<file path="config.mk">
export PLATFORM = sky130hd
export DESIGN_NAME = asw_sram_writer
export DESIGN_NICKNAME = d
export VERILOG_FILES = /design/src/asw_pkg.sv /design/src/asw_delay_timer.sv /design/src/asw_sram_writer.sv
export VERILOG_INCLUDE_DIRS = /design/src
export SDC_FILE = /design/constraint.sdc
export NUM_CORES = 1
export LEC_CHECK = 0
export BUFFER_PORTS_ARGS = -buffer_cell sky130_fd_sc_hd__buf_4
export CELL_PAD_IN_SITES_DETAIL_PLACEMENT = 1
export CELL_PAD_IN_SITES_GLOBAL_PLACEMENT = 2
export CORE_ASPECT_RATIO = 1.5
export CORE_UTILIZATION = 33
export DETAILED_ROUTE_END_ITERATION = 12
export PLACE_DENSITY = 0.8
export SYNTH_ARGS = -nofsm -noshare
export SYNTH_HDL_FRONTEND = slang
export SYNTH_SLANG_ARGS = --single-unit
</file>
<file path="constraint.sdc">
create_clock -name clock -period 2.45 [get_ports clock]
set_input_delay 0.1225 -clock clock [delete_from_list [all_inputs] [get_ports clock]]
set_output_delay 0.1225 -clock clock [all_outputs]
set_load 0.005 [all_outputs]
</file>
<file path="src/asw_defines.svh">
// timing figures and reset values for the asynchronous memory write controller
`ifndef ASW_DEFINES_SVH
`define ASW_DEFINES_SVH
`define ASW_CLK_PERIOD_NS 40
`define ASW_T_CYCLE_NS 20
`define ASW_T_CS_END_NS 20
`define ASW_T_ADDR_SETUP_NS 0
`define ASW_T_WE_ADDR_HOLD_NS 2
`define ASW_T_CS_ADDR_HOLD_NS 0
`define ASW_T_CS_WIDTH_NS 20
`define ASW_T_WE_WIDTH_NS 20
`define ASW_T_ADDR_END_NS 20
`define ASW_T_BUS_RELEASE_NS 10
`define ASW_T_DATA_SETUP_NS 15
`define ASW_T_DATA_HOLD_NS 2
`define ASW_T_WE_DISABLE_NS 5
`define ASW_T_RETAIN_ENTRY_NS 0
`define ASW_T_RECOVER_NS 20
// least time rounds up, longest time rounds down, never below one cycle
`define ASW_CYC_UP(t) ((((t) + `ASW_CLK_PERIOD_NS - 1) / `ASW_CLK_PERIOD_NS) > 0 ? \
  (((t) + `ASW_CLK_PERIOD_NS - 1) / `ASW_CLK_PERIOD_NS) : 1)
`define ASW_CYC_DN(t) (((t) / `ASW_CLK_PERIOD_NS) > 0 ? ((t) / `ASW_CLK_PERIOD_NS) : 1)
`define ASW_ADDR_RST 19'h00000
`define ASW_DATA_RST 8'h00
`endif

</file>
<file path="src/asw_pkg.sv">
// types shared by the asynchronous memory write controller
package asw_pkg;
  typedef struct packed {
    logic [18:0] addr;      // word address
    logic [7:0] data;       // byte to store
    logic csCtl;            // 1: chip select ends the write
  } asw_req_t;
  typedef struct packed {
    logic [18:0] addr;      // address pins
    logic chipSel_b;        // chip select, active low
    logic writeStrobe_b;    // write strobe, active low
    logic outDrive_b;       // output drive, active low
    logic [7:0] dataOut;    // data pin output value
    logic dataOe;           // high while we drive the data pins
  } asw_pins_t;
  typedef enum logic [7:0] {
    ASW_IDLE = 8'h01,
    ASW_SETUP = 8'h02,
    ASW_OPEN = 8'h04,
    ASW_DRIVE = 8'h08,
    ASW_HOLD = 8'h10,
    ASW_DONE = 8'h20,
    ASW_RETAIN = 8'h40,
    ASW_RECOVER = 8'h80
  } asw_state_t;
endpackage

</file>
<file path="src/asw_delay_timer.sv">
// down counter that marks the last cycle of a loaded interval
module asw_delay_timer #(
  parameter int W = 4
) (
  input wire logic clock,          // system clock
  input wire logic rst_b,          // async reset, active low
  input wire logic load,           // start a new interval
  input wire logic [W-1:0] cycles, // interval length, at least one
  output logic done                // last cycle of the interval
);
  logic [W-1:0] count_r;
  logic [W-1:0] count_nxt;

  // refuse a width that cannot hold even a one-cycle interval
  if (W < 1) begin : g_bad_width
    $error("asw_delay_timer: width must be at least 1");
  end

  // load minus one so the state lasts exactly the loaded count
  always_comb begin
    count_nxt = count_r;
    if (load) begin
      count_nxt = cycles - W'(1);
    end else if (count_r != '0) begin
      count_nxt = count_r - W'(1);
    end
  end

  always_ff @(posedge clock or negedge rst_b) begin
    if (!rst_b) begin
      count_r <= '0;
    end else begin
      count_r <= count_nxt;
    end
  end

  assign done = (count_r == '0);
endmodule // asw_delay_timer

</file>
<file path="src/asw_sram_writer.sv">
// host controller driving write cycles into an asynchronous 512k x 8 memory
`include "asw_defines.svh"
module asw_sram_writer (
  input wire logic clock,                  // 25 MHz system clock
  input wire logic rst_b,                  // async reset, active low
  input wire logic reqValid,               // write request offered
  output logic reqReady,                   // request taken this cycle
  input wire asw_pkg::asw_req_t req,       // address, data, end mode
  output logic writeDone,                  // pulse as a write cycle closes
  input wire logic retainReq,              // level: park for supply drop
  output logic retainReady,                // parked, supply may drop
  output asw_pkg::asw_pins_t sramPins,     // memory pins, registered
  input wire logic [7:0] sramDataIn,       // data pin input value
  output logic [7:0] busSample             // synchronised data pin level
);
  import asw_pkg::*;

  localparam int RELEASE_CYC = `ASW_CYC_DN(`ASW_T_BUS_RELEASE_NS);
  localparam int PULSE_A = `ASW_CYC_UP(`ASW_T_CS_WIDTH_NS);
  localparam int PULSE_B = `ASW_CYC_UP(`ASW_T_DATA_SETUP_NS);
  localparam int PULSE_CYC = PULSE_A > PULSE_B ? PULSE_A : PULSE_B;
  localparam int HOLD_A = `ASW_CYC_UP(`ASW_T_DATA_HOLD_NS);
  localparam int HOLD_B = `ASW_CYC_UP(`ASW_T_WE_ADDR_HOLD_NS);
  localparam int HOLD_CYC = HOLD_A > HOLD_B ? HOLD_A : HOLD_B;
  localparam int DISABLE_CYC = `ASW_CYC_UP(`ASW_T_WE_DISABLE_NS);
  localparam int CYCLE_CYC = `ASW_CYC_UP(`ASW_T_CYCLE_NS);
  localparam int RECOVER_CYC = `ASW_CYC_UP(`ASW_T_RECOVER_NS);
  localparam int CS_END_CYC = `ASW_CYC_UP(`ASW_T_CS_END_NS);
  localparam int WE_CYC = `ASW_CYC_UP(`ASW_T_WE_WIDTH_NS);
  localparam int ADDR_END_CYC = `ASW_CYC_UP(`ASW_T_ADDR_END_NS);
  localparam int TW = 4;
  localparam int AGE_MAX = 15;

  // every phase count must fit the timer, the cycle time the age counter
  if ((PULSE_CYC >> TW) != 0 || (RECOVER_CYC >> TW) != 0 || (HOLD_CYC >> TW) != 0 ||
      (DISABLE_CYC >> TW) != 0 || (RELEASE_CYC >> TW) != 0 ||
      CYCLE_CYC > AGE_MAX) begin : g_bad_timing
    $error("asw_sram_writer: timing counts exceed the timer width");
  end

  asw_state_t state_r, state_nxt;
  asw_req_t req_r, req_nxt;
  asw_pins_t pins_r, pins_nxt;
  logic [3:0] addrAge_r, addrAge_nxt;
  logic done_r, done_nxt;
  logic timerLoad;
  logic [TW-1:0] timerCycles;
  logic timerDone;
  logic [7:0] dataMeta_r, dataSync_r;

  asw_delay_timer #(.W(TW)) i_asw_delay_timer (
    .clock(clock),
    .rst_b(rst_b),
    .load(timerLoad),
    .cycles(timerCycles),
    .done(timerDone)
  );

  ////////////////////////////////////////////////////////////////////////////
  // sequencing: OPEN, DRIVE, HOLD and RECOVER last their timer counts, SETUP one cycle, DONE also waits the cycle-time guard
  always_comb begin
    state_nxt = state_r;
    req_nxt = req_r;
    done_nxt = 1'b0;
    timerLoad = 1'b0;
    timerCycles = TW'(1);
    reqReady = 1'b0;
    addrAge_nxt = (addrAge_r == 4'(AGE_MAX)) ? addrAge_r : addrAge_r + 4'h1;
    unique case (state_r)
      ASW_IDLE: begin
        if (retainReq) begin
          state_nxt = ASW_RETAIN;
        end else if (reqValid) begin
          reqReady = 1'b1;
          req_nxt = req;
          addrAge_nxt = 4'h0;
          state_nxt = ASW_SETUP;
        end
      end
      ASW_SETUP: begin
        // a whole cycle of address before any control falls
        timerLoad = 1'b1;
        timerCycles = TW'(RELEASE_CYC);
        state_nxt = ASW_OPEN;
      end
      ASW_OPEN: begin
        if (timerDone) begin
          timerLoad = 1'b1;
          timerCycles = TW'(PULSE_CYC);
          state_nxt = ASW_DRIVE;
        end
      end
      ASW_DRIVE: begin
        if (timerDone) begin
          timerLoad = 1'b1;
          timerCycles = TW'(HOLD_CYC);
          state_nxt = ASW_HOLD;
        end
      end
      ASW_HOLD: begin
        if (timerDone) begin
          timerLoad = 1'b1;
          timerCycles = TW'(DISABLE_CYC);
          state_nxt = ASW_DONE;
        end
      end
      ASW_DONE: begin
        // the cycle-time guard keeps the next address change late enough
        if (timerDone && addrAge_r >= 4'(CYCLE_CYC)) begin
          done_nxt = 1'b1;
          state_nxt = ASW_IDLE;
        end
      end
      ASW_RETAIN: begin
        if (!retainReq) begin
          timerLoad = 1'b1;
          timerCycles = TW'(RECOVER_CYC);
          state_nxt = ASW_RECOVER;
        end
      end
      ASW_RECOVER: begin
        if (timerDone) begin
          state_nxt = ASW_IDLE;
        end
      end
      default: begin
        state_nxt = ASW_IDLE;
      end
    endcase
  end

  ////////////////////////////////////////////////////////////////////////////
  // pin values follow the next state so pins and state change together
  always_comb begin
    pins_nxt.addr = req_nxt.addr;
    pins_nxt.dataOut = req_nxt.data;
    // read drive stays off, so the memory never fights our data
    pins_nxt.outDrive_b = 1'b1;
    pins_nxt.chipSel_b = 1'b1;
    pins_nxt.writeStrobe_b = 1'b1;
    pins_nxt.dataOe = 1'b0;
    unique case (state_nxt)
      ASW_OPEN: begin
        // strobe mode lowers both; select mode lowers the strobe first
        pins_nxt.chipSel_b = req_nxt.csCtl;
        pins_nxt.writeStrobe_b = 1'b0;
      end
      ASW_DRIVE: begin
        pins_nxt.chipSel_b = 1'b0;
        pins_nxt.writeStrobe_b = 1'b0;
        pins_nxt.dataOe = 1'b1;
      end
      ASW_HOLD: begin
        // the first control to rise ends the write; data and address hold
        pins_nxt.chipSel_b = req_nxt.csCtl;
        pins_nxt.writeStrobe_b = ~req_nxt.csCtl;
        pins_nxt.dataOe = 1'b1;
      end
      default: begin
        pins_nxt.chipSel_b = 1'b1;
      end
    endcase
  end

  ////////////////////////////////////////////////////////////////////////////
  // registers
  always_ff @(posedge clock or negedge rst_b) begin
    if (!rst_b) begin
      state_r <= ASW_IDLE;
      req_r <= '{addr: `ASW_ADDR_RST, data: `ASW_DATA_RST, csCtl: 1'b0};
      pins_r <= '{addr: `ASW_ADDR_RST, chipSel_b: 1'b1, writeStrobe_b: 1'b1,
                  outDrive_b: 1'b1, dataOut: `ASW_DATA_RST, dataOe: 1'b0};
      addrAge_r <= 4'(AGE_MAX);
      done_r <= 1'b0;
      dataMeta_r <= `ASW_DATA_RST;
      dataSync_r <= `ASW_DATA_RST;
    end else begin
      state_r <= state_nxt;
      req_r <= req_nxt;
      pins_r <= pins_nxt;
      addrAge_r <= addrAge_nxt;
      done_r <= done_nxt;
      dataMeta_r <= sramDataIn; // pin level, two stages before use
      dataSync_r <= dataMeta_r;
    end
  end

  assign sramPins = pins_r;
  assign writeDone = done_r;
  assign retainReady = (state_r == ASW_RETAIN);
  assign busSample = dataSync_r;

  ////////////////////////////////////////////////////////////////////////////
  // checks on the pins we drive
  logic [3:0] csLow_r, weLow_r;
  logic writing, writeEnd, writing_r;
  always_ff @(posedge clock or negedge rst_b) begin
    if (!rst_b) begin
      csLow_r <= 4'h0;
      weLow_r <= 4'h0;
      writing_r <= 1'b0;
    end else begin
      csLow_r <= pins_r.chipSel_b ? 4'h0 : csLow_r + {3'h0, csLow_r != 4'hf};
      weLow_r <= pins_r.writeStrobe_b ? 4'h0 : weLow_r + {3'h0, weLow_r != 4'hf};
      writing_r <= writing;
    end
  end
  assign writing = !pins_r.chipSel_b && !pins_r.writeStrobe_b;
  // registered copy keeps the end detector out of sampled-value functions
  assign writeEnd = writing_r && !writing;
endmodule // asw_sram_writer

</file>
==> flow_metrics.tcl <==
set metrics [dict create \
    fin_skew_ns 0.00421 \
    cts_buffers 9 \
    max_freq_ghz 0.450 \
    finalHoldViolCount 0 \
    r2r_slack_ns 0.31 \
    hp-class "primary input to register" \
    fin_crit_sh_pct 90.8 \
    final-instance-count-excl-fill 412 \
    maxCapViolCount 0 \
    crit_arrival_ns 2.10 \
    peakVddDrop_mv 0.421 \
    rr_worst_depth 8 \
    area_growth_pct 32.2 \
    regArea_um2 1610 \
    wl_per_cell_um 15.0 \
    critPathLaunch "state_r[7]" \
    cts.repair.resized 0 \
    synth_seq_cells 64 \
    power.switching_uw 1130 \
    first_iter_violations 65 \
    cp-end-kind "primary output" \
    portBuffers 80 \
    ios 82 \
    dp.cells 386 \
    dieArea_um2 9050 \
    setup_viol 0 \
    setup_tns_ns 0 \
    crit_path_end "retainReady" \
    timing.rr.end "sramPins[10]" \
    row_count 41 \
    track_usage_pct 15.2 \
    switching_share_pct 26.9 \
    drcViolationCount 0 \
    drv_slew 0 \
    clk_transition_reported_paths_ns 0.05 \
    powerDensity_nw_per_um2 1110 \
    seqPwrFrac_pct 39.3 \
    post-cts-setup-buffers 0 \
    tritoncts "built" \
    grt_pass1_vias 2068 \
    syn_inst 233 \
    drive_gt1_share_pct 45.2 \
    cts_htree_levels 3 \
    root_buffer "clkbuf_16" \
    p_int_uw 3060 \
    die_w_um 78.0 \
    clock-sinks 64 \
    routed_wl_mm 6.18 \
    final_cell_area_um2 3780 \
    synth_seq_area_share_pct 56.3 \
    worstSetupStartpointType "register" \
    gp_congestion 0.814 \
    grt_start_max_net_pins 65 \
    timing.rr.start "i_asw_delay_timer.count_r[1]" \
    antenna_found_initial 0 \
    ys_types 47 \
    multiInputGateArea_um2 955 \
    vias 1944 \
    ant_nets 0 \
    routed_via_density 4.72 \
    nFillCells 910 \
    grt_overflow 0 \
    core_area_um2 8410 \
    start_util_pct 34.0 \
    synth_fp_nets 277 \
    comb_power_share_pct 28.8 \
    critPathRequiredTime_ns 2.33 \
    critical_path.max_fanout 9 \
    insertion_delay_ns 0.32 \
    place_area_um2 3360 \
    synth_area_um2 2860 \
    avgSynthCellArea_um2 12.3 \
    die_h_um 116 \
    nNetsFinal 344 \
    clkPwrFrac_pct 31.9 \
    worst_pin_slew_ns 0.817 \
    leakage_uw 0.00177 \
    slew_headroom_pct 45.5 \
    yosys_warnings 0 \
    clockBufferDepth 2 \
    grt_pass1_wl_mm 10.3 \
    dp.final_hpwl_mm 4.39 \
    antenna_cells 0 \
    criticalPathCategory "register to primary output" \
    holdBufCountCts 10 \
    min_period_ns 2.22 \
    grt_setup_unrepaired "no" \
    drtPass1Iterations 4 \
    status "completed" \
]
[final cells by class]
type	count	share of cell area, %
Clock buffer	13	6.62
Clock inverter	3	1.72
Inverter	8	0.794
Multi-Input combinational cell	124	25.3
Sequential cell	64	42.6
Tap cell	107	3.54
Timing Repair Buffer	93	19.5
[cell families (layout without fill, tap and decap cells)]
logic type | Yosys count | after routing | synth area share, %
other | 1 | 1 | 0.131
xor gates and xnor gates | 4 | 4 | 1.23
adders and majority gates | 4 | 4 | 1.75
AOI/OAI and AO/OA | 22 | 22 | 5.25
DFF | 64 | 64 | 56.3
and+or+nand+nor | 63 | 63 | 13.3
muxes | 30 | 30 | 11.7
buffers and inverters | 45 | 117 | 10.3
[layout by cell type (no fill, tap or decap), types with 3 or more instances in the layout]
cell type / instances
dfstp_2: 7
nor3_1: 5
clkbuf_16: 9
buf_4: 82
nand2b_1: 5
or3_4: 4
dfrtp_1: 57
clkbuf_1: 3
nand2_1: 8
nor2_1: 17
ha_1: 4
nand4_1: 4
mux2_2: 26
nand3_1: 4
a21oi_1: 5
inv_1: 7
dlygate4sd3_1: 10
[worst min-delay path by stage]
stage | from | endpoint | slack (ns) | depth (start not counted)
4_1_cts | req[26] | sramPins[29] | 0.01 | 2
6_report | req[26] | sramPins[29] | 0.02 | 2
5_1_grt | req[26] | sramPins[29] | 0.01 | 2
3_5_place_dp | sramDataIn[1] | dataMeta_r[1] | 0.23 | 1
2_1_floorplan | rst_b | busSample[0] | -0.17 | 0
3_3_place_gp | sramDataIn[0] | dataMeta_r[0] | 0.23 | 1
[metrics by stage]
| step | util [%] | hold WS, ns | total power, µW | setup slack, ns |
|---|---|---|---|---|
| finish | 44.9 | 0.0222 | 4190 | 0.226 |
| global route | 44.9 | 0.0107 | 4460 | 0.0818 |
| CTS | 44.9 | 0.0141 | 4270 | 0.195 |
| detailed placement | 40.0 | 0.235 | 2880 | 0.292 |
| global placement | 40.0 | 0.232 | 2830 | 0.384 |
| floorplan | - | -0.173 | 2570 | 0.452 |
[cells in the mapped netlist, drive strengths merged]
master   instances  area share, %
o22ai            1           0.22
nor3b            3            1.2
mux2i            2           0.70
clkbuf           3           0.39
or3              6            2.0
o21ai            4           0.70
o21a             1           0.26
nand2            8            1.0
a2111oi          1           0.31
nand3b           2           0.52
or2              1           0.22
nand4            4           0.87
a211oi           3           0.96
inv              8            1.0
o41ai            1           0.31
a21oi            5           0.87
o211ai           2           0.52
a31oi            2           0.44
o311a            1           0.35
nor2            17            2.2
nand2b           5            1.1
dfrtp           57             50
o32ai            1           0.31
or3b             2           0.61
xor2             2           0.61
ha               4            1.7
nor4b            3            1.1
xnor2            2           0.61
dfstp            7            6.4
nor2b            1           0.22
nor3             5           0.87
or2b             1           0.26
mux2            28             11
nand3            4           0.70
conb             1           0.13
buf             34            8.9
and4             1           0.31
[sequential cells by signal (all words and copies together) (netlist names)]
name	flops
addrAge_r	4
busSample	8
dataMeta_r	8
i_asw_delay_timer.count_r	4
req_r	1
sramPins	30
state_r	8
writeDone	1
[layer usage]
layer / global-route usage, % / part of all wire [%]
met4: 7.65 / 1.8
met5: 0 / 0
met1: 16.9 / 40
met2: 26.7 / 54
met3: 4.25 / 4.3
[worst max-delay path, stage by stage (launching register included)]
cell     delay, ns
dfrtp_1       0.49
nor3_1        0.38
nand2_1       0.26
or3_1         0.46
inv_1         0.08
buf_4         0.10
[power groups by stage]
stage / registers [µW] / clock network [µW] / logic, µW
4_1_cts: 1650 / 1390 / 1230
2_1_floorplan: 1570 / 0 / 996
3_3_place_gp: 1650 / 0 / 1180
5_1_grt: 1700 / 1440 / 1330
6_report: 1650 / 1340 / 1210
3_5_place_dp: 1670 / 0 / 1210
Note: power is estimated with default switching activity, not from simulation.
